File: src/inc/tmr8_pkg.sv
// constants shared by the 8-bit timer/counter block
`default_nettype none
package tmr8_pkg;
  localparam logic [7:0] TMR8_BOTTOM = 8'h00;
  localparam logic [7:0] TMR8_MAX = 8'hFF;
  // counting sequence codes
  localparam logic [1:0] MODE_NORMAL = 2'h0;
  localparam logic [1:0] MODE_PHASE = 2'h1;
  localparam logic [1:0] MODE_CTC = 2'h2;
  localparam logic [1:0] MODE_FAST = 2'h3;
  // output action codes
  localparam logic [1:0] COM_OFF = 2'h0;
  localparam logic [1:0] COM_TOGGLE = 2'h1;
  localparam logic [1:0] COM_CLEAR = 2'h2;
  localparam logic [1:0] COM_SET = 2'h3;
  // register map, byte addresses
  localparam int ADDR_W = 8;
  localparam logic [7:0] OFS_CTRL = 8'h00;
  localparam logic [7:0] OFS_COUNT = 8'h04;
  localparam logic [7:0] OFS_COMPARE = 8'h08;
  localparam logic [7:0] OFS_FLAGS = 8'h0C;
  localparam logic [7:0] OFS_STATUS = 8'h10;
  // control register fields
  localparam int CTRL_W = 10;
  localparam int CTRL_MODE_LSB = 0;
  localparam int CTRL_COM_LSB = 2;
  localparam int CTRL_CS_LSB = 4;
  localparam int CTRL_DDR_BIT = 8;
  localparam int CTRL_PORT_BIT = 9;
  localparam logic [9:0] CTRL_RST = 10'h000;
  localparam logic [7:0] COUNT_RST = 8'h00;
  localparam logic [7:0] COMPARE_RST = 8'h00;
  // flag register fields
  localparam int FLAG_OVF_BIT = 0;
  localparam int FLAG_CMP_BIT = 1;
  // prescaler and bus response codes
  localparam int PRE_W = 10;
  localparam logic [9:0] PRE_RST = 10'h000;
  localparam logic [2:0] CS_STOP = 3'h0;
  localparam logic [1:0] RESP_OKAY = 2'h0;
  localparam logic [1:0] RESP_SLVERR = 2'h2;
endpackage
`default_nettype wire

File: src/inc/tmr8_if.sv
// signals between the register side, the counter and the waveform unit
`timescale 1ns/1ns
`default_nettype none
interface tmr8_if;
  logic tick;
  logic [1:0] mode;
  logic [1:0] com;
  logic load;
  logic [7:0] load_val;
  logic [7:0] ocr_buf;
  logic [7:0] count;
  logic down;
  logic [7:0] ocr;
  logic match;
  logic ovf;
  logic top_hit;
  logic bottom_hit;
  logic wave;
  modport top (output tick, mode, com, load, load_val, ocr_buf,
    input count, down, match, ovf, wave);
  modport ctr (input tick, mode, load, load_val, ocr_buf,
    output count, down, ocr, match, ovf, top_hit, bottom_hit);
  modport wav (input tick, mode, com, count, down, ocr, match, top_hit,
    bottom_hit, output wave);
endinterface // tmr8_if
`default_nettype wire

File: src/rtl/tmr8_counter.sv
// counting sequence, compare buffer and event pulses
`timescale 1ns/1ns
`default_nettype none
module tmr8_counter (
  // clock and reset
  input wire logic aclk,
  input wire logic aresetn,
  // block signals
  tmr8_if.ctr tb
);
  import tmr8_pkg::*;
  logic [7:0] cnt_nxt;
  logic down_nxt;
  wire at_max = (tb.count == TMR8_MAX);
  wire at_bot = (tb.count == TMR8_BOTTOM);
  wire is_phase = (tb.mode == MODE_PHASE);
  always_comb begin
    cnt_nxt = tb.count + 8'h01;
    down_nxt = 1'b0;
    unique case (tb.mode)
      MODE_NORMAL: cnt_nxt = tb.count + 8'h01;
      MODE_CTC: cnt_nxt = (tb.count == tb.ocr) ? TMR8_BOTTOM
                                                : tb.count + 8'h01;
      MODE_FAST: cnt_nxt = tb.count + 8'h01;
      MODE_PHASE: begin
        down_nxt = tb.down ? !at_bot : at_max;
        cnt_nxt = down_nxt ? tb.count - 8'h01 : tb.count + 8'h01;
      end
    endcase
  end
  assign tb.match = tb.tick && (tb.count == tb.ocr);
  assign tb.ovf = tb.tick && (is_phase ? (tb.down && cnt_nxt == TMR8_BOTTOM)
    : (tb.mode == MODE_FAST) ? (cnt_nxt == TMR8_MAX) : at_max);
  assign tb.top_hit = tb.tick && at_max && !tb.down;
  assign tb.bottom_hit = tb.tick && at_bot && tb.down;
  wire ocr_upd = tb.mode[0] ? tb.top_hit : 1'b1;
  always_ff @(posedge aclk) begin
    if (!aresetn) begin
      tb.count <= COUNT_RST;
      tb.down <= 1'b0;
      tb.ocr <= COMPARE_RST;
    end else begin
      if (tb.load) begin
        tb.count <= tb.load_val;
      end else if (tb.tick) begin
        tb.count <= cnt_nxt;
        tb.down <= down_nxt;
      end
      if (ocr_upd) begin
        tb.ocr <= tb.ocr_buf;
      end
    end
  end
endmodule // tmr8_counter
`default_nettype wire

File: src/rtl/tmr8_wave.sv
// output compare waveform generator
`timescale 1ns/1ns
`default_nettype none
module tmr8_wave (
  // clock and reset
  input wire logic aclk,
  input wire logic aresetn,
  // block signals
  tmr8_if.wav tb
);
  import tmr8_pkg::*;
  logic wave_nxt;
  logic was_max_r;
  wire up_res = tb.com[0];
  wire pwm_on = tb.com[1];
  wire ocr_max = (tb.ocr == TMR8_MAX);
  always_comb begin
    wave_nxt = tb.wave;
    unique case (tb.mode)
      MODE_NORMAL, MODE_CTC: begin
        // toggle clear or set on match
        if (tb.match && tb.com == COM_TOGGLE) wave_nxt = !tb.wave;
        else if (tb.match && pwm_on) wave_nxt = up_res;
      end
      MODE_FAST: begin
        if (pwm_on && tb.top_hit) wave_nxt = !up_res;
        else if (pwm_on && tb.match && !ocr_max) wave_nxt = up_res;
        else if (tb.match && tb.com == COM_TOGGLE) wave_nxt = !tb.wave;
      end
      MODE_PHASE: begin
        if (pwm_on && tb.tick && ocr_max) wave_nxt = !up_res;
        else if (pwm_on && tb.tick && tb.ocr == TMR8_BOTTOM)
          wave_nxt = up_res;
        else if (pwm_on && tb.match)
          wave_nxt = tb.down ? !up_res : up_res;
        else if (pwm_on && tb.bottom_hit && was_max_r) wave_nxt = up_res;
      end
    endcase
  end
  always_ff @(posedge aclk) begin
    if (!aresetn) begin
      tb.wave <= 1'b0;
      was_max_r <= 1'b0;
    end else begin
      tb.wave <= wave_nxt;
      // old compare sampled before the top update lands
      if (tb.top_hit) was_max_r <= ocr_max;
    end
  end
endmodule // tmr8_wave
`default_nettype wire

File: src/rtl/tmr8_top.sv
// 8-bit timer/counter with one compare output, AXI4-Lite registers
//
// The implementer's own choices: the register addresses and the AXI4-Lite register port.
`timescale 1ns/1ns
`default_nettype none
module tmr8_top (
  // clock and reset
  input wire logic aclk,
  input wire logic aresetn,
  // axi4-lite write address
  input wire logic [tmr8_pkg::ADDR_W-1:0] s_axi_awaddr,
  input wire logic s_axi_awvalid,
  output logic s_axi_awready,
  // axi4-lite write data
  input wire logic [31:0] s_axi_wdata,
  input wire logic [3:0] s_axi_wstrb,
  input wire logic s_axi_wvalid,
  output logic s_axi_wready,
  // axi4-lite write response
  output logic [1:0] s_axi_bresp,
  output logic s_axi_bvalid,
  input wire logic s_axi_bready,
  // axi4-lite read address
  input wire logic [tmr8_pkg::ADDR_W-1:0] s_axi_araddr,
  input wire logic s_axi_arvalid,
  output logic s_axi_arready,
  // axi4-lite read data
  output logic [31:0] s_axi_rdata,
  output logic [1:0] s_axi_rresp,
  output logic s_axi_rvalid,
  input wire logic s_axi_rready,
  // interrupt service acknowledges from the vector logic
  input wire logic ovf_service_ack,
  input wire logic cmp_service_ack,
  // compare output pin
  output logic wave_pin_out,
  output logic wave_pin_oe_n
);
  import tmr8_pkg::*;

  function automatic logic [31:0] merge_bytes(input logic [31:0] old_v,
    input logic [31:0] new_v, input logic [3:0] strb);
    logic [31:0] res;
    res = old_v;
    for (int i = 0; i < 4; i++) begin
      if (strb[i]) res[8*i +: 8] = new_v[8*i +: 8];
    end
    return res;
  endfunction

  function automatic logic [PRE_W-1:0] pre_mask(input logic [2:0] sel);
    logic [PRE_W-1:0] m;
    m = 10'h000;
    unique case (sel)
      3'h0: m = 10'h000;
      3'h1: m = 10'h000;
      3'h2: m = 10'h007;
      3'h3: m = 10'h01F;
      3'h4: m = 10'h03F;
      3'h5: m = 10'h07F;
      3'h6: m = 10'h0FF;
      3'h7: m = 10'h3FF;
    endcase
    return m;
  endfunction

  function automatic logic addr_hit(input logic [ADDR_W-1:0] a);
    return (a == OFS_CTRL) || (a == OFS_COUNT) || (a == OFS_COMPARE) ||
      (a == OFS_FLAGS) || (a == OFS_STATUS);
  endfunction

  // write channel state
  logic aw_got_r;
  logic aw_got_nxt;
  logic [ADDR_W-1:0] aw_addr_r;
  logic w_got_r;
  logic w_got_nxt;
  logic [31:0] w_data_r;
  logic [3:0] w_strb_r;
  logic awready_r;
  logic wready_r;
  logic bvalid_r;
  logic bvalid_nxt;
  logic [1:0] bresp_r;
  // read channel state
  logic arready_r;
  logic rvalid_r;
  logic rvalid_nxt;
  logic [31:0] rdata_r;
  logic [1:0] rresp_r;
  // block registers
  logic [CTRL_W-1:0] ctrl_r;
  logic [7:0] ocr_buf_r;
  logic ovf_flag_r;
  logic ovf_flag_nxt;
  logic cmp_flag_r;
  logic cmp_flag_nxt;
  logic [PRE_W-1:0] pre_cnt_r;
  logic pin_out_r;
  logic pin_oe_n_r;

  tmr8_if tb ();

  // handshake decode
  wire aw_take = s_axi_awvalid && awready_r;
  wire w_take = s_axi_wvalid && wready_r;
  wire wr_do = aw_got_r && w_got_r && !bvalid_r;
  wire ar_take = s_axi_arvalid && arready_r;

  // register write decode
  wire wr_hit = addr_hit(aw_addr_r);
  wire wr_ctrl = wr_do && (aw_addr_r == OFS_CTRL);
  wire wr_count = wr_do && (aw_addr_r == OFS_COUNT) && w_strb_r[0];
  wire wr_compare = wr_do && (aw_addr_r == OFS_COMPARE);
  wire wr_flags = wr_do && (aw_addr_r == OFS_FLAGS) && w_strb_r[0];
  wire [31:0] ctrl_merged = merge_bytes({22'h000000, ctrl_r}, w_data_r,
    w_strb_r);
  wire [31:0] ocr_merged = merge_bytes({24'h000000, ocr_buf_r}, w_data_r,
    w_strb_r);

  // control fields
  wire [1:0] mode_sel = ctrl_r[CTRL_MODE_LSB +: 2];
  wire [1:0] com_sel = ctrl_r[CTRL_COM_LSB +: 2];
  wire [2:0] clk_sel = ctrl_r[CTRL_CS_LSB +: 3];
  wire dir_out = ctrl_r[CTRL_DDR_BIT];
  wire port_level = ctrl_r[CTRL_PORT_BIT];

  // prescaled timer tick, one aclk wide
  wire [PRE_W-1:0] cur_mask = pre_mask(clk_sel);
  wire timer_tick = (clk_sel != CS_STOP) &&
    ((pre_cnt_r & cur_mask) == cur_mask);

  // flag clear sources
  wire ovf_clr = (wr_flags && w_data_r[FLAG_OVF_BIT]) || ovf_service_ack;
  wire cmp_clr = (wr_flags && w_data_r[FLAG_CMP_BIT]) || cmp_service_ack;

  // read mux
  wire rd_hit = addr_hit(s_axi_araddr);
  wire [31:0] rd_data =
    (s_axi_araddr == OFS_CTRL) ? {22'h000000, ctrl_r} :
    (s_axi_araddr == OFS_COUNT) ? {24'h000000, tb.count} :
    (s_axi_araddr == OFS_COMPARE) ? {24'h000000, ocr_buf_r} :
    (s_axi_araddr == OFS_FLAGS) ? {30'h00000000, cmp_flag_r, ovf_flag_r} :
    (s_axi_araddr == OFS_STATUS) ? {30'h00000000, tb.down, tb.wave} :
    32'h00000000;

  // drive the shared block signals
  assign tb.tick = timer_tick;
  assign tb.mode = mode_sel;
  assign tb.com = com_sel;
  assign tb.load = wr_count;
  assign tb.load_val = w_data_r[7:0];
  assign tb.ocr_buf = ocr_buf_r;

  // next-state terms for the bus
  assign aw_got_nxt = wr_do ? 1'b0 : (aw_got_r || aw_take);
  assign w_got_nxt = wr_do ? 1'b0 : (w_got_r || w_take);
  assign bvalid_nxt = wr_do ? 1'b1 : (bvalid_r && !s_axi_bready);
  assign rvalid_nxt = ar_take ? 1'b1 : (rvalid_r && !s_axi_rready);

  assign ovf_flag_nxt = tb.ovf || (ovf_flag_r && !ovf_clr);
  assign cmp_flag_nxt = tb.match || (cmp_flag_r && !cmp_clr);

  tmr8_counter u_counter (
    .aclk (aclk),
    .aresetn (aresetn),
    .tb (tb.ctr)
  );

  tmr8_wave u_wave (
    .aclk (aclk),
    .aresetn (aresetn),
    .tb (tb.wav)
  );

  // write address and data capture, either order
  always_ff @(posedge aclk) begin
    if (!aresetn) begin
      aw_got_r <= 1'b0;
      w_got_r <= 1'b0;
      aw_addr_r <= '0;
      w_data_r <= 32'h00000000;
      w_strb_r <= 4'h0;
    end else begin
      aw_got_r <= aw_got_nxt;
      w_got_r <= w_got_nxt;
      if (aw_take) aw_addr_r <= s_axi_awaddr;
      if (w_take) w_data_r <= s_axi_wdata;
      if (w_take) w_strb_r <= s_axi_wstrb;
    end
  end

  // ready stays low while a write is parked or its answer pending
  always_ff @(posedge aclk) begin
    if (!aresetn) begin
      awready_r <= 1'b0;
      wready_r <= 1'b0;
      bvalid_r <= 1'b0;
      bresp_r <= RESP_OKAY;
    end else begin
      awready_r <= !aw_got_nxt && !bvalid_nxt;
      wready_r <= !w_got_nxt && !bvalid_nxt;
      bvalid_r <= bvalid_nxt;
      if (wr_do) bresp_r <= wr_hit ? RESP_OKAY : RESP_SLVERR;
    end
  end

  // read channel, one outstanding read
  always_ff @(posedge aclk) begin
    if (!aresetn) begin
      arready_r <= 1'b0;
      rvalid_r <= 1'b0;
      rdata_r <= 32'h00000000;
      rresp_r <= RESP_OKAY;
    end else begin
      arready_r <= !rvalid_nxt;
      rvalid_r <= rvalid_nxt;
      if (ar_take) rdata_r <= rd_data;
      if (ar_take) rresp_r <= rd_hit ? RESP_OKAY : RESP_SLVERR;
    end
  end

  // control and compare buffer
  always_ff @(posedge aclk) begin
    if (!aresetn) begin
      ctrl_r <= CTRL_RST;
      ocr_buf_r <= COMPARE_RST;
    end else begin
      if (wr_ctrl) ctrl_r <= ctrl_merged[CTRL_W-1:0];
      if (wr_compare) ocr_buf_r <= ocr_merged[7:0];
    end
  end

  always_ff @(posedge aclk) begin
    if (!aresetn) begin
      ovf_flag_r <= 1'b0;
      cmp_flag_r <= 1'b0;
    end else begin
      ovf_flag_r <= ovf_flag_nxt;
      cmp_flag_r <= cmp_flag_nxt;
    end
  end

  // free-running prescaler; divided ticks are phase-locked to it
  always_ff @(posedge aclk) begin
    if (!aresetn) begin
      pre_cnt_r <= PRE_RST;
    end else begin
      pre_cnt_r <= pre_cnt_r + 10'h001;
    end
  end

  always_ff @(posedge aclk) begin
    if (!aresetn) begin
      pin_out_r <= 1'b0;
      pin_oe_n_r <= 1'b1;
    end else begin
      pin_out_r <= (com_sel != COM_OFF) ? tb.wave : port_level;
      pin_oe_n_r <= !dir_out;
    end
  end

  // outputs straight from flops
  assign s_axi_awready = awready_r;
  assign s_axi_wready = wready_r;
  assign s_axi_bvalid = bvalid_r;
  assign s_axi_bresp = bresp_r;
  assign s_axi_arready = arready_r;
  assign s_axi_rvalid = rvalid_r;
  assign s_axi_rdata = rdata_r;
  assign s_axi_rresp = rresp_r;
  assign wave_pin_out = pin_out_r;
  assign wave_pin_oe_n = pin_oe_n_r;
endmodule // tmr8_top
`default_nettype wire

File: config.mk
export PLATFORM = sky130hd
export DESIGN_NAME = tmr8_top
export DESIGN_NICKNAME = d
export VERILOG_FILES = /design/src/inc/tmr8_pkg.sv /design/src/inc/tmr8_if.sv /design/src/rtl/tmr8_counter.sv /design/src/rtl/tmr8_wave.sv /design/src/rtl/tmr8_top.sv
export SDC_FILE = /design/constraint.sdc
export NUM_CORES = 1
export LEC_CHECK = 0
export BUFFER_PORTS_ARGS = -buffer_cell sky130_fd_sc_hd__buf_2
export CORE_MARGIN = 2
export CORE_UTILIZATION = 52
export CTS_BUF_LIST = sky130_fd_sc_hd__clkbuf_4
export CTS_CLUSTER_SIZE = 30
export DETAILED_ROUTE_END_ITERATION = 6
export PLACE_DENSITY = 0.89
export SLEW_MARGIN = 5
export SYNTH_ARGS = -nofsm -noshare
export SYNTH_HDL_FRONTEND = slang
export SYNTH_HIERARCHICAL = 1
export SYNTH_SLANG_ARGS = --single-unit
File: constraint.sdc
create_clock -name aclk -period 2.7 [get_ports aclk]
set_input_delay 0.27 -clock aclk [delete_from_list [all_inputs] [get_ports aclk]]
set_output_delay 0.27 -clock aclk [all_outputs]
set_load 0.01 [all_outputs]
Yosys cells after proc, flatten, opt, wreduce, memory -nomap -nowiden
Memory sizes are Yosys's and may differ from the RTL's. A register that Yosys moved wholly into a read port is not among the register bits.
Cells that the tools add are included.
Widths: inputs -> output; s select.
{"block": "classes", "add_sub_neg": 3, "eq_ne": 20, "muxes": 35, "n_bitwise": 2, "reduce_logical": 81}
{"operator": "$mux 8", "n": 6}
{"operator": "$logic_not 8->1", "n": 5}
{"operator": "$logic_and 1x1->1", "n": 36}
{"operator": "$eq 8x4->1 const B", "n": 4}
{"operator": "$eq 8x8->1 const B", "n": 3}
{"operator": "$pmux 8 s3", "n": 1}
{"operator": "$mux 1", "n": 20}
{"operator": "$eq 8x3->1 const B", "n": 2}
{"operator": "$eq 8x5->1 const B", "n": 2}
{"operator": "$logic_not 1->1", "n": 15}
{"operator": "$logic_or 1x1->1", "n": 14}
{"operator": "$add 10x1->10 const B", "n": 1}
{"operator": "$and 10x10->10", "n": 1}
{"operator": "$eq 10x10->1", "n": 1}
{"operator": "$mux 10", "n": 1}
{"operator": "$add 8x1->8 const B", "n": 1}
{"operator": "$eq 8x8->1", "n": 1}
{"operator": "$mux 2", "n": 4}
{"operator": "$reduce_and 2->1", "n": 4}
{"operator": "$sub 8x1->8 const B", "n": 1}
{"operator": "$mux 3", "n": 2}
{"operator": "$ne 5x1->1 const B", "n": 1}
{"operator": "$eq 2x1->1 const B", "n": 2}
{"operator": "$eq 2x2->1 const B", "n": 2}
{"operator": "other kinds (9)", "n": 11}
{"block": "word_totals", "register_bits": 114, "rom_bits": 80, "inputBits": 61, "wordCells": 168, "memories": 1}
{"name": "(name not given)", "words": 8, "width": 10, "rd": 1, "rd_clocked_by_memory_dff": 1, "write_ports": 0, "line_no": "tmr8_top.sv:54", "source": "unique case (sel)"}

Longest topological paths before layout
Gate-level depths: netlist of the first run.
{"block": "logic_depth", "word_depth": 12, "mapped_depth": 11}

By module
The synthesis of the first run kept the hierarchy.
{"module": "tmr8_top", "instances": 1, "cells_each": 401, "area_per_inst_um2": 3480.8}
{"module": "tmr8_counter", "instances": 1, "cells_each": 176, "area_per_inst_um2": 1506.4}
{"module": "tmr8_wave", "instances": 1, "cells_each": 42, "area_per_inst_um2": 316.6}

Worst setup path before layout of the first run
OpenSTA, ideal clock, no wires.
{"block": "synth_path", "path_type": "register to register", "start": "reg pre_cnt_r[7]", "end": "reg u_wave.tb.wave", "setup_ns": 0.066, "arrival_time_ns": 2.886, "path_slack_ns": -0.252, "stages_incl_launch_ff": 12, "n_path_buf": 1, "period_less_slack_ns": 2.952, "cell_sequence": "dfxtp_1 > inv_1 > a222oi_1 > o311ai_0 > a221oi_1 > clkbuf_1 > and3_1 > and4b_1 > a21oi_1 > or4_1 > o311a_1 > a21oi_2"}
{"block": "synth_via", "elab_chain_len": 9}
{"item": "from (decl)", "line_no": "tmr8_top.sv:98", "source": "logic [PRE_W-1:0] pre_cnt_r;"}
{"item": "from (signal assigned)", "line_no": "tmr8_top.sv:249", "source": "pre_cnt_r <= pre_cnt_r + 10'h001;"}
{"item": "$and 10x10->10 (*)", "line_no": "tmr8_top.sv:131", "source": "((pre_cnt_r & cur_mask) == cur_mask);"}
{"item": "$eq 10x10->1 (*)", "line_no": "tmr8_top.sv:131"}
{"item": "$logic_and 1x1->1 (*)", "line_no": "tmr8_top.sv:130", "source": "wire timer_tick = (clk_sel != CS_STOP) &&"}
{"item": "via tb.tick", "line_no": "tmr8_if.sv:5", "source": "logic tick;"}
{"item": "$logic_and 1x1->1 (*)", "line_no": "tmr8_counter.sv:31", "source": "assign tb.match = tb.tick && (tb.count == tb.ocr);"}
{"item": "via tb.match", "line_no": "tmr8_if.sv:14", "source": "logic match;"}
{"item": "$logic_and 1x1->1", "line_no": "tmr8_wave.sv:23, tmr8_wave.sv:27, tmr8_wave.sv:34"}
{"item": "$mux 1 or $logic_and 1x1->1 (tied branches)", "line_no": "tmr8_wave.sv:34, tmr8_wave.sv:27"}
{"item": "$mux 1, on equally long branches", "line_no": "tmr8_wave.sv:32, tmr8_wave.sv:27"}
{"item": "$mux 1, on equally long branches", "line_no": "tmr8_wave.sv:31, tmr8_wave.sv:26"}
{"item": "$pmux 1 s3", "line_no": "tmr8_wave.sv:19", "source": "unique case (tb.mode)"}
{"item": "to (signal assigned)", "line_no": "tmr8_wave.sv:45", "source": "tb.wave <= wave_nxt;"}
{"item": "to (decl)", "line_no": "tmr8_if.sv:24", "source": "bottom_hit, output wave);"}
Mark *: on every way through the listed nets, which the timed path passes. The rest lies on a longest branch.
A chain may end at the register's enable or synchronous reset.

Worst setup path in the final report of the first run
{"block": "layout_path", "start": "reg u_counter.tb.count[1]", "end": "reg ovf_flag_r"}
{"block": "layout_via", "elab_chain_len": 10}
{"item": "from (decl)", "line_no": "tmr8_if.sv:22", "source": "output count, down, ocr, match, ovf, top_hit, bottom_hit);"}
{"item": "from (signal assigned)", "line_no": "tmr8_counter.sv:44", "source": "tb.count <= tb.load_val;"}
{"item": "from (signal assigned)", "line_no": "tmr8_counter.sv:46", "source": "tb.count <= cnt_nxt;"}
{"item": "parallel branches: the longest is 7 deep, another holds $add 8x1->8"}
{"item": "$mux 1 (*)", "line_no": "tmr8_counter.sv:32", "source": "assign tb.ovf = tb.tick && (is_phase ? (tb.down && cnt_nxt == TMR8_BOTTOM)"}
{"item": "$logic_and 1x1->1 (*)", "line_no": "tmr8_counter.sv:32"}
{"item": "via tb.ovf", "line_no": "tmr8_if.sv:15", "source": "logic ovf;"}
{"item": "$logic_or 1x1->1 (*)", "line_no": "tmr8_top.sv:161", "source": "assign ovf_flag_nxt = tb.ovf || (ovf_flag_r && !ovf_clr);"}
{"item": "to (signal assigned)", "line_no": "tmr8_top.sv:239", "source": "ovf_flag_r <= ovf_flag_nxt;"}
{"item": "to (decl)", "line_no": "tmr8_top.sv:94", "source": "logic ovf_flag_r;"}
Mark *: on every way through the listed nets, which the timed path passes.

==> reports/summary.txt, run 1 <==
ports placed on the boundary = 104
iteration-0 DRC count of the detailed router = 431
Req. time, crit path = 3.11 ns
fraction of the yosys area taken by sequential cells = 0.362
overall via count from detail_route = 4,770
Power Density = 386 nW/um2
async set-or-reset flop fraction in the synthesized netlist = 0
global-route wire length before repair = 21,200 um
post-route antenna net violation count = 0
gp weighted congestion = 0.979
Post-Synth Simple-Gate Area = 0.276
number of cell rows = 36
Clk pin slew, worst setup/hold paths = 0.15 ns
Pwr Total = 2340 uW
number of antenna violations at the first check in global routing = 0
RSZ-0062 raised after global routing = true
Bufs on Longest Clock Path = 2
width of the chip = 105 um
mean area per synthesized cell = 8.57 um2
largest net degree at the start of global routing = 37
clock latency on the worst-skew pair = 0.46 ns
top routing layer used = met4
number of cell instances on the worst register-to-register path = 13
CTS tree = done
number of max-cap violations = 0
number of standard cells in the final layout excluding fillers = 835
total leakage power = 0.00245 uW
count of antenna diodes in the layout = 0
Clock H-tree levels = 3
worst setup margin = 0.0293 ns
final hold violation count = 0
synthesis-to-layout area growth = 14.4%
half-perimeter wire length of the detailed placement result = 9450 um
first-pass iteration count of the detailed router = 5
Worst Tran Pin Value = 0.735 ns
setup slack at placement = -0.00795 ns
overall die area = 11,000 um2
crit path DAT = 3.09 ns
fin nets = 765
beginning of the critical path = u_counter/tb.count[1]
final global-route overflow total = 0
EDFF count, synth = 0
type of destination of the critical path = flip-flop
combinational family with the most area after synthesis = simple AND/OR/NAND/NOR gates
Post-DP Area = 5720 um2
startpoint types = flip-flop
Total GRT Usage = 0.233
Max Freq = 0.374 GHz
post-DR wirelength/cell = 15.9 um
number of remaining DRC errors = 0
placeable core area = 9820 um2
Worst Clk Skew = 0.0205 ns
VDD IR-drop max = 0.358 mV
met1 routed wirelength after detailed routing = 5510 um
count of different cell masters after synthesis = 74
endpoint of the most critical setup path = ovf_flag_r
run status = complete, no violations
headroom to the max-slew limit = 0.506
top_reg_cell synth = sky130_fd_sc_hd__dfxtp_1
capturing point of the worst reg2reg path = ovf_flag_r
via-per-instance ratio = 5.71
die boundary height = 105 um
Final setup viols = 0
final worst-path cycle share = 0.989
clock root buffer master = sky130_fd_sc_hd__clkbuf_4
multi-input logic area = 3130 um2
worst flop-to-flop path startpoint = u_counter/tb.count[1]
metal3 WL = 691 um
fraction of the mapped netlist area in compound gates = 0.172
proportion of synthesized area in mux cells = 0.0604
post-synthesis xor/xnor area fraction = 0.0248
wire length after detailed routing = 13,200 um
via count of the first global-routing pass = 4,529
total of flip-flops plus latches after synthesis = 96
final design area excluding fillers = 6070 um2
class of the tightest hold or removal check = in -> reg
share of layout cells above drive strength 1 = 0.228
YS warnings = 6
starting density of the core = 0.540
final critical delay including setup and external delays = 2.67 ns
number of hold-repair buffers added at the cts stage = 0
pins over their slew limit = 0
setup slack of the most critical reg-to-reg path = 0.03 ns
arithmetic-cell share of the synthesized area counting full adders, half adders and majority gates = 0.0165
crit path kind = reg -> reg
filler cell count in the final layout = 820
number of I/O port buffers = 55
highest net fanout along the worst path = 9
number of buffers created by CTS = 9
area of the mapped netlist = 5300 um2
CTS Sinks = 96
Gate Count Post-Synth = 619
Placed Instances = 806
footprint of the flip-flops and latches = 1930 um2
routed wl met2 = 6540 um
[how the worst min path moves through the flow]
stage,startpoint,end,cells after the start
after global placement,ctrl_r[8],wave_pin_oe_n,1
after floorplan,ctrl_r[8],wave_pin_oe_n,1
final,s_axi_awaddr[6],aw_addr_r[6],3
after CTS,s_axi_awaddr[0],aw_addr_r[0],3
after detailed placement,ctrl_r[8],wave_pin_oe_n,1
after global routing,s_axi_awaddr[1],aw_addr_r[1],3
[repair_timing]
action | CTS | global route
setup buffers | 1 | 10
endpoints found under the setup margin | 1 | 10
cloned | 0 | 2
pin swaps | 1 | 15
gates resized for setup | 3 | 28
[kinds of logic (layout without fill, tap and decap cells)]
| logic type | Yosys count | count (layout) |
|---|---|---|
| AOI/OAI and AO/OA | 123 | 123 |
| adders and majority gates | 7 | 7 |
| muxes | 32 | 32 |
| and+or+nand+nor | 267 | 267 |
| other | 1 | 24 |
| DFF | 96 | 96 |
| xor gates and xnor gates | 15 | 15 |
| buffers and inverters | 78 | 138 |
[synth_stat cells, drive strengths merged, types with 2 or more instances]
master   number  area [um2]
or3           5        31.3
nand3        22         110
o311ai        4        52.6
nor3b         2        15.0
and3          7        50.1
o21ai        30         150
a31oi        11        68.8
a211o         2        17.5
buf          36         280
nor2b        22         138
dfxtp        96        1920
or4           7        56.3
nand4        10        62.6
xor2          9        78.8
and4          4        37.5
nand2b       14        87.6
nor4         10         114
o211ai        3        22.5
ha            7        87.6
xnor2         6        52.6
nand3b        3        22.5
mux2i        32         320
a21oi         7        38.8
nor2         26        97.6
and4b         2        20.0
o311a         2        20.0
nand2        94         360
inv          18        67.6
clkbuf       24         111
a21boi       35         263
a32oi         4        35.0
nor3         14        75.1
a2bb2oi       2        30.0
o21a          2        15.0
a22oi         6        50.1
o31ai         4        30.0
and2         21         134
[registers in the layout, indices dropped and copies added, names as in the netlist, 2 cells and up]
signal and flops:
ocr_buf_r 8, aw_addr_r 8, pre_cnt_r 10, w_strb_r 2
w_data_r 10, ctrl_r 10, u_counter/tb.count 8, u_counter/tb.ocr 8
cur_mask 6, s_axi_rdata 10
[power breakdown]
group / switching (uW) / leakage (uW) / internal, uW / total, uW
logic: 114 / 0.00162 / 75.6 / 189
clock network: 477 / 0.0000558 / 193 / 670
registers: 32.1 / 0.000781 / 1450 / 1480
[per-stage QoR]
step	utilization	TNS, ns	hold WS [ns]
after floorplan	-	0	0.377
after global routing	0.618	-0.0538	0.0336
final	0.618	0	0.0360
after detailed placement	0.583	-0.00795	0.404
after global placement	0.583	0	0.392
after CTS	0.597	0	0.00778
[layout by cell type, fill, tap and decap left out, types with 5 or more instances in the layout]
master	Yosys	routed
sky130_fd_sc_hd__nor2_1	26	26
sky130_fd_sc_hd__a22oi_1	5	5
sky130_fd_sc_hd__and3_1	5	5
sky130_fd_sc_hd__a21oi_1	6	6
sky130_fd_sc_hd__or4_1	6	5
sky130_fd_sc_hd__conb_1	1	24
sky130_fd_sc_hd__or3_1	5	5
sky130_fd_sc_hd__a21boi_0	26	26
sky130_fd_sc_hd__a31oi_1	11	11
sky130_fd_sc_hd__ha_1	7	5
sky130_fd_sc_hd__inv_1	17	16
sky130_fd_sc_hd__mux2i_1	32	31
sky130_fd_sc_hd__nand4_1	10	10
sky130_fd_sc_hd__dfxtp_1	96	92
sky130_fd_sc_hd__nor2b_1	22	22
sky130_fd_sc_hd__clkbuf_4	0	10
sky130_fd_sc_hd__nor3_1	13	11
sky130_fd_sc_hd__o21ai_0	29	28
sky130_fd_sc_hd__xor2_1	9	9
sky130_fd_sc_hd__buf_4	26	44
sky130_fd_sc_hd__a21boi_1	9	9
sky130_fd_sc_hd__nand2_1	93	93
sky130_fd_sc_hd__and2_1	19	19
sky130_fd_sc_hd__nand3_1	22	19
sky130_fd_sc_hd__xnor2_1	6	6
sky130_fd_sc_hd__buf_2	2	55
sky130_fd_sc_hd__nand2b_1	14	14
[worst max-delay path, cell delays in order (launching register included)]
cell and delay (ns):
sky130_fd_sc_hd__dfxtp_2 0.37, sky130_fd_sc_hd__buf_6 0.13, sky130_fd_sc_hd__buf_4 0.14, sky130_fd_sc_hd__xor2_1 0.14, sky130_fd_sc_hd__nor4_2 0.38, sky130_fd_sc_hd__nand3_1 0.19, sky130_fd_sc_hd__buf_4 0.22, sky130_fd_sc_hd__nand3_2 0.09
sky130_fd_sc_hd__a32oi_2 0.13, sky130_fd_sc_hd__buf_4 0.17, sky130_fd_sc_hd__nor4_4 0.30, sky130_fd_sc_hd__nand4_1 0.14, sky130_fd_sc_hd__nand3_2 0.12, sky130_fd_sc_hd__o21a_1 0.12
[cell type report]
class / instances / share of cell area
repair buffers: 104 / 0.110
flip-flops and latches: 96 / 0.318
inverters: 18 / 0.0111
multi-input cells: 468 / 0.516
well taps: 133 / 0.0274
clock buffers: 10 / 0.0124
clock inverters: 6 / 0.00598
[metal layers]
metal | GRT usage | up-vias
li1 | - | 2288
met4 | 0.118 | 0
met3 | 0.0393 | 52
met1 | 0.280 | 2225
met5 | 0 | -
met2 | 0.398 | 205
Power figures use the tool's default switching activity.
==> inputs of run 2 (changes only) <==
- CORE_UTILIZATION: 52 -> 50
- CTS_BUF_LIST: sky130_fd_sc_hd__clkbuf_4 -> sky130_fd_sc_hd__clkbuf_16
- PLACE_DENSITY: 0.89 -> 0.86
==> run 2 against run 1 <==
Compared with the run above:
- register-to-register slack barely moved
- via count rose by 0.34%
- clock power rose by 130%
- cell count down 0.48%
- worst hold slack gained 0.14 ns
- clock-buffer cell count is 1 lower
- core utilization shrank 1.9 points
- fmax up 0.35%
- routed wire length fell by 0.45%
- total power is 36% higher
- global-route usage shrank 0.99 points
- combinational power is essentially flat
==> reports/summary.txt, run 2 (synthesized netlist as in run 1, its figures left out) <==
Final setup viols = 0 (unchanged)
headroom to the max-slew limit = 0.401 (was 0.506)
ports placed on the boundary = 104 (unchanged)
number of standard cells in the final layout excluding fillers = 831 (was 835)
count of antenna diodes in the layout = 0 (unchanged)
number of antenna violations at the first check in global routing = 0 (unchanged)
final critical delay including setup and external delays = 2.66 ns (was 2.67 ns)
final global-route overflow total = 0 (unchanged)
number of buffers created by CTS = 9 (unchanged)
run status = complete, no violations (unchanged)
fin nets = 759 (was 765)
startpoint types = flip-flop (unchanged)
class of the tightest hold or removal check = in -> reg (unchanged)
number of I/O port buffers = 55 (unchanged)
crit path kind = reg -> reg (unchanged)
Power Density = 515 nW/um2 (was 386 nW/um2)
post-DR wirelength/cell = 15.9 um (about the same)
filler cell count in the final layout = 812 (was 820)
clock root buffer master = sky130_fd_sc_hd__clkbuf_16 (was sky130_fd_sc_hd__clkbuf_4)
clock latency on the worst-skew pair = 0.35 ns (was 0.46 ns)
overall via count from detail_route = 4,786 (was 4,770)
number of cell rows = 37 (was 36)
overall die area = 11,400 um2 (was 11,000 um2)
Bufs on Longest Clock Path = 2 (unchanged)
largest net degree at the start of global routing = 61 (was 37)
total leakage power = 0.00250 uW (was 0.00245 uW)
half-perimeter wire length of the detailed placement result = 9300 um (was 9450 um)
global-route wire length before repair = 20,700 um (was 21,200 um)
die boundary height = 107 um (was 105 um)
VDD IR-drop max = 0.474 mV (was 0.358 mV)
Worst Clk Skew = 0.00415 ns (was 0.0205 ns)
final design area excluding fillers = 6190 um2 (was 6070 um2)
iteration-0 DRC count of the detailed router = 456 (was 431)
synthesis-to-layout area growth = 16.7% (was 14.4%)
leading cell types in the layout, fill and taps excluded = sky130_fd_sc_hd__nand2_1, sky130_fd_sc_hd__dfxtp_1, sky130_fd_sc_hd__buf_2 (unchanged)
Placed Instances = 809 (was 806)
post-route antenna net violation count = 0 (unchanged)
Total GRT Usage = 0.223 (was 0.233)
Req. time, crit path = 3.00 ns (was 3.11 ns)
placeable core area = 10,300 um2 (was 9820 um2)
final hold violation count = 0 (unchanged)
CTS tree = done (unchanged)
first-pass iteration count of the detailed router = 6 (was 5)
number of hold-repair buffers added at the cts stage = 0 (unchanged)
via-per-instance ratio = 5.76 (was 5.71)
width of the chip = 107 um (was 105 um)
most frequent standard cell in the layout excluding fill and tap cells = sky130_fd_sc_hd__nand2_1 (unchanged)
gp weighted congestion = 0.883 (was 0.979)
final-layout worst hold slack = 0.178 ns (was 0.0360 ns)
pins over their slew limit = 0 (unchanged)
footprint of the flip-flops and latches = 1930 um2 (about the same)
Worst Tran Pin Value = 0.899 ns (was 0.735 ns)
Max Freq = 0.376 GHz (was 0.374 GHz)
number of max-cap violations = 0 (unchanged)
via count of the first global-routing pass = 4,511 (was 4,529)
multi-input logic area = 3050 um2 (was 3130 um2)
final worst-path cycle share = 0.986 (was 0.989)
type of destination of the critical path = flip-flop (unchanged)
Clock H-tree levels = 3 (unchanged)
number of remaining DRC errors = 0 (unchanged)
share of layout cells above drive strength 1 = 0.209 (was 0.228)
starting density of the core = 0.514 (was 0.540)
Pwr Total = 3190 uW (was 2340 uW)
CTS Sinks = 96 (unchanged)
crit path DAT = 2.96 ns (was 3.09 ns)
Post-DP Area = 5730 um2 (was 5720 um2)
highest net fanout along the worst path = 6 (was 9)
Clk pin slew, worst setup/hold paths = 0.06 ns (was 0.15 ns)
wire length after detailed routing = 13,200 um (about the same)
-- run 2: path summary, 6_finish.rpt --
path,start,endpoint,slack (ns),depth (start not counted)
setup / recovery,u_counter/tb.count[0],ovf_flag_r,0.04,12
hold / removal,s_axi_awaddr[2],aw_addr_r[2],0.18,3
setup reg to reg,u_counter/tb.count[0],ovf_flag_r,0.04,12
hold reg to reg,ctrl_r[8],wave_pin_oe_n,0.41,1
-- run 2: power breakdown --
part	leakage (uW)	internal (uW)	switching, uW
clock	0.000171	991	524
combinational	0.00155	75.2	114
sequential	0.000781	1450	32.0
total	0.00250	2520	670
-- run 2: worst max-delay path: stages, from the launching register on --
cell                      delay, ns
sky130_fd_sc_hd__dfxtp_2       0.34
sky130_fd_sc_hd__buf_6         0.12
sky130_fd_sc_hd__inv_1         0.06
sky130_fd_sc_hd__ha_1          0.20
sky130_fd_sc_hd__and3_4        0.17
sky130_fd_sc_hd__nor4b_4       0.31
sky130_fd_sc_hd__buf_6         0.17
sky130_fd_sc_hd__a31oi_1       0.11
sky130_fd_sc_hd__a32oi_1       0.24
sky130_fd_sc_hd__nand4_1       0.19
sky130_fd_sc_hd__or4_4         0.46
sky130_fd_sc_hd__nand3_2       0.11
sky130_fd_sc_hd__o21a_1        0.12
-- run 2: area by class of cell --
type / count / area share
clock buffers: 9 / 0.0364
clock inverters: 6 / 0.0214
inverters: 18 / 0.0109
multi-input cells: 468 / 0.494
flip-flops and latches: 96 / 0.312
well taps: 136 / 0.0275
repair buffers: 98 / 0.0985
-- run 2: timing repair --
item                       in CTS  in global routing
buffers inserted                0                  6
resized for setup               1                 14
pin swaps                       0                  8
setup endpoints to repair       1                  2
cloned                          0                  1
-- run 2: through the flow --
step / util / setup WS, ns / setup TNS, ns
2_1_floorplan: - / 0.0271 / 0
3_3_place_gp: 0.555 / 0.0418 / 0
3_5_place_dp: 0.555 / 0.0220 / 0
4_1_cts: 0.589 / 0.00135 / 0
5_1_grt: 0.599 / -0.0994 / -0.0994
6_report: 0.599 / 0.0386 / 0
-- run 2: routing by layer --
layer  global-route usage  part of all wire  up-vias
li1                     -                 -     2279
met1                0.266              0.41     2245
met2                0.382              0.50      218
met3               0.0432             0.054       44
met4                0.110             0.033        0
met5                    0                 0        -
==> inputs of run 3 (changes only) <==
- CORE_UTILIZATION: 50 -> 52
- CTS_BUF_LIST: sky130_fd_sc_hd__clkbuf_16 -> sky130_fd_sc_hd__clkbuf_8
- PLACE_DENSITY: 0.86 -> 0.89
==> run 3 against run 2 <==
Compared with the run above:
- sequential power about the same
- first-iteration DRC count fell by 0.22%
- total power decreased by 21%
- cell count down 0.24%
- combinational power hardly changed
- critical path type unchanged
- largest cell class unchanged
- largest power group is now sequential cells
==> reports/summary.txt, run 3 (synthesized netlist as in run 1, its figures left out) <==
overall die area = 11,000 um2 (was 11,400 um2)
CTS Sinks = 96 (unchanged)
Clock H-tree levels = 3 (unchanged)
startpoint types = flip-flop (unchanged)
final-layout worst hold slack = 0.132 ns (was 0.178 ns)
final hold violation count = 0 (unchanged)
number of max-cap violations = 0 (unchanged)
number of buffers created by CTS = 9 (unchanged)
number of antenna violations at the first check in global routing = 0 (unchanged)
Worst Tran Pin Value = 0.762 ns (was 0.899 ns)
Clk pin slew, worst setup/hold paths = 0.09 ns (was 0.06 ns)
CP max-delay cell = sky130_fd_sc_hd__o41a_1 (was sky130_fd_sc_hd__or4_4)
gp weighted congestion = 0.979 (was 0.883)
capturing point of the worst reg2reg path = ovf_flag_r (unchanged)
filler cell count in the final layout = 823 (was 812)
post-DR wirelength/cell = 15.9 um (about the same)
metal3 WL = 775 um (was 717 um)
run status = complete, no violations (unchanged)
Worst Clk Skew = 0.0119 ns (was 0.00415 ns)
share of layout cells above drive strength 1 = 0.214 (was 0.209)
synthesis-to-layout area growth = 13.6% (was 16.7%)
Bufs on Longest Clock Path = 2 (unchanged)
setup slack of the most critical reg-to-reg path = 0.07 ns (was 0.04 ns)
number of standard cells in the final layout excluding fillers = 829 (was 831)
footprint of the flip-flops and latches = 1930 um2 (about the same)
headroom to the max-slew limit = 0.488 (was 0.401)
Hold Path Sink = aw_addr_r[6] (was aw_addr_r[2])
CTS tree = done (unchanged)
number of I/O port buffers = 55 (unchanged)
clock root buffer master = sky130_fd_sc_hd__clkbuf_8 (was sky130_fd_sc_hd__clkbuf_16)
half-perimeter wire length of the detailed placement result = 9450 um (was 9300 um)
cell breakdown of the critical path = buf_6 -> inv_1 -> ha_2 -> and3_4 -> o41a_1 -> buf_4 -> nand3_1 -> a32oi_2 -> buf_4 -> nor4_2 -> nand4_1 -> nand3_2 -> o21a_1 (was buf_6 -> inv_1 -> ha_1 -> and3_4 -> nor4b_4 -> buf_6 -> a31oi_1 -> a32oi_1 -> nand4_1 -> or4_4 -> nand3_2 -> o21a_1)
cell with the most instances on the worst path = sky130_fd_sc_hd__buf_4 (was sky130_fd_sc_hd__buf_6)
top routing layer used = met4 (unchanged)
highest net fanout along the worst path = 9 (was 6)
final global-route overflow total = 0 (unchanged)
count of antenna diodes in the layout = 0 (unchanged)
Power Density = 418 nW/um2 (was 515 nW/um2)
crit path kind = reg -> reg (unchanged)
fin nets = 759 (unchanged)
worst flop-to-flop path startpoint = u_counter/tb.count[1] (was u_counter/tb.count[0])
pins over their slew limit = 0 (unchanged)
largest net degree at the start of global routing = 37 (was 61)
launch instance of the worst min-delay path = s_axi_awaddr[6] (was s_axi_awaddr[2])
Req. time, crit path = 3.03 ns (was 3.00 ns)
post-layout utilization of the core = 0.614 (was 0.599)
number of cell instances on the worst register-to-register path = 13 (was 12)
most frequent standard cell in the layout excluding fill and tap cells = sky130_fd_sc_hd__nand2_1 (unchanged)
multi-input logic area = 3080 um2 (was 3050 um2)
number of cells on the worst hold path = 3 (unchanged)
final worst-path cycle share = 0.972 (was 0.986)
number of remaining DRC errors = 0 (unchanged)
Placed Instances = 806 (was 809)
VDD IR-drop max = 0.388 mV (was 0.474 mV)
beginning of the critical path = u_counter/tb.count[1] (was u_counter/tb.count[0])
global-route wire length before repair = 21,300 um (was 20,700 um)
Total GRT Usage = 0.236 (was 0.223)
starting density of the core = 0.540 (was 0.514)
number of cell rows = 36 (was 37)
ports placed on the boundary = 104 (unchanged)
crit path DAT = 2.96 ns (about the same)
total leakage power = 0.00242 uW (was 0.00250 uW)
post-route antenna net violation count = 0 (unchanged)
type of destination of the critical path = flip-flop (unchanged)
maximum cell stage delay along the critical path = 0.39 ns (was 0.46 ns)
wire length after detailed routing = 13,200 um (about the same)
class of the tightest hold or removal check = in -> reg (unchanged)
die boundary height = 105 um (was 107 um)
leading cell types in the layout, fill and taps excluded = sky130_fd_sc_hd__nand2_1, sky130_fd_sc_hd__dfxtp_1, sky130_fd_sc_hd__buf_2 (unchanged)
via-per-instance ratio = 5.68 (was 5.76)
met1 routed wirelength after detailed routing = 5440 um (was 5460 um)
width of the chip = 105 um (was 107 um)
first-pass iteration count of the detailed router = 6 (unchanged)
overall via count from detail_route = 4,712 (was 4,786)
placeable core area = 9820 um2 (was 10,300 um2)
via count of the first global-routing pass = 4,570 (was 4,511)
routed wl met2 = 6620 um (was 6580 um)
final critical delay including setup and external delays = 2.63 ns (was 2.66 ns)
Final setup viols = 0 (unchanged)
number of hold-repair buffers added at the cts stage = 0 (unchanged)
iteration-0 DRC count of the detailed router = 455 (was 456)
Max Freq = 0.381 GHz (was 0.376 GHz)
clock latency on the worst-skew pair = 0.38 ns (was 0.35 ns)
==> run 3: report_power, final <==
part           total [uW]  switching, uW  internal [uW]
combinational         191            116           75.6
sequential           1480           32.6           1450
clock                 849            496            353
total                2520            644           1880
==> run 3: worst max path at each step <==
stage | end | slack, ns | depth (start not counted)
after global routing | ovf_flag_r | -0.01 | 12
final | ovf_flag_r | 0.07 | 13
after global placement | ovf_flag_r | 0.08 | 12
after floorplan | u_wave/tb.wave | 0.03 | 11
after CTS | ovf_flag_r | 0.01 | 12
after detailed placement | ovf_flag_r | -0.008 | 11
==> run 3: metal layers <==
| layer | vias up | global-route usage |
|---|---|---|
| met5 | - | 0 |
| met4 | 0 | 0.0990 |
| met2 | 208 | 0.410 |
| met3 | 34 | 0.0561 |
| met1 | 2192 | 0.277 |
| li1 | 2278 | - |
==> run 3: layout make-up <==
class | count | area share
tap | 133 | 0.0276
sequential | 96 | 0.320
timing repair buffer | 98 | 0.101
clock inverter | 6 | 0.00602
multi-input combinational | 468 | 0.512
inverter | 18 | 0.0112
clock buffer | 10 | 0.0228
==> run 3: timing repair <==
item / CTS / global route
buffers inserted: 0 / 6
gates resized for setup: 2 / 17
gates cloned: 0 / 1
pin swaps: 0 / 9
setup endpoints to repair: 1 / 10
==> run 3: per-stage QoR <==
stage	TNS, ns	worst slack (ns)	power (uW)	cell area [um2]
after floorplan	0	0.0271	1660	5400
after global placement	0	0.0764	1690	5720
after detailed placement	-0.00795	-0.00795	1700	5720
after CTS	0	0.0131	2530	5910
after global routing	-0.0114	-0.0114	2620	6030
final	0	0.0746	2520	6030
==> run 3: worst max-delay path: cells and delay by family, from the launching register on <==
family / cells / cell delay (ns)
buffers and inverters: 4 / 0.56
adder cells (fa/ha/maj): 1 / 0.18
AND/OR/NAND/NOR: 5 / 0.85
flip-flops: 1 / 0.35
AO/OA/AOI/OAI: 3 / 0.65
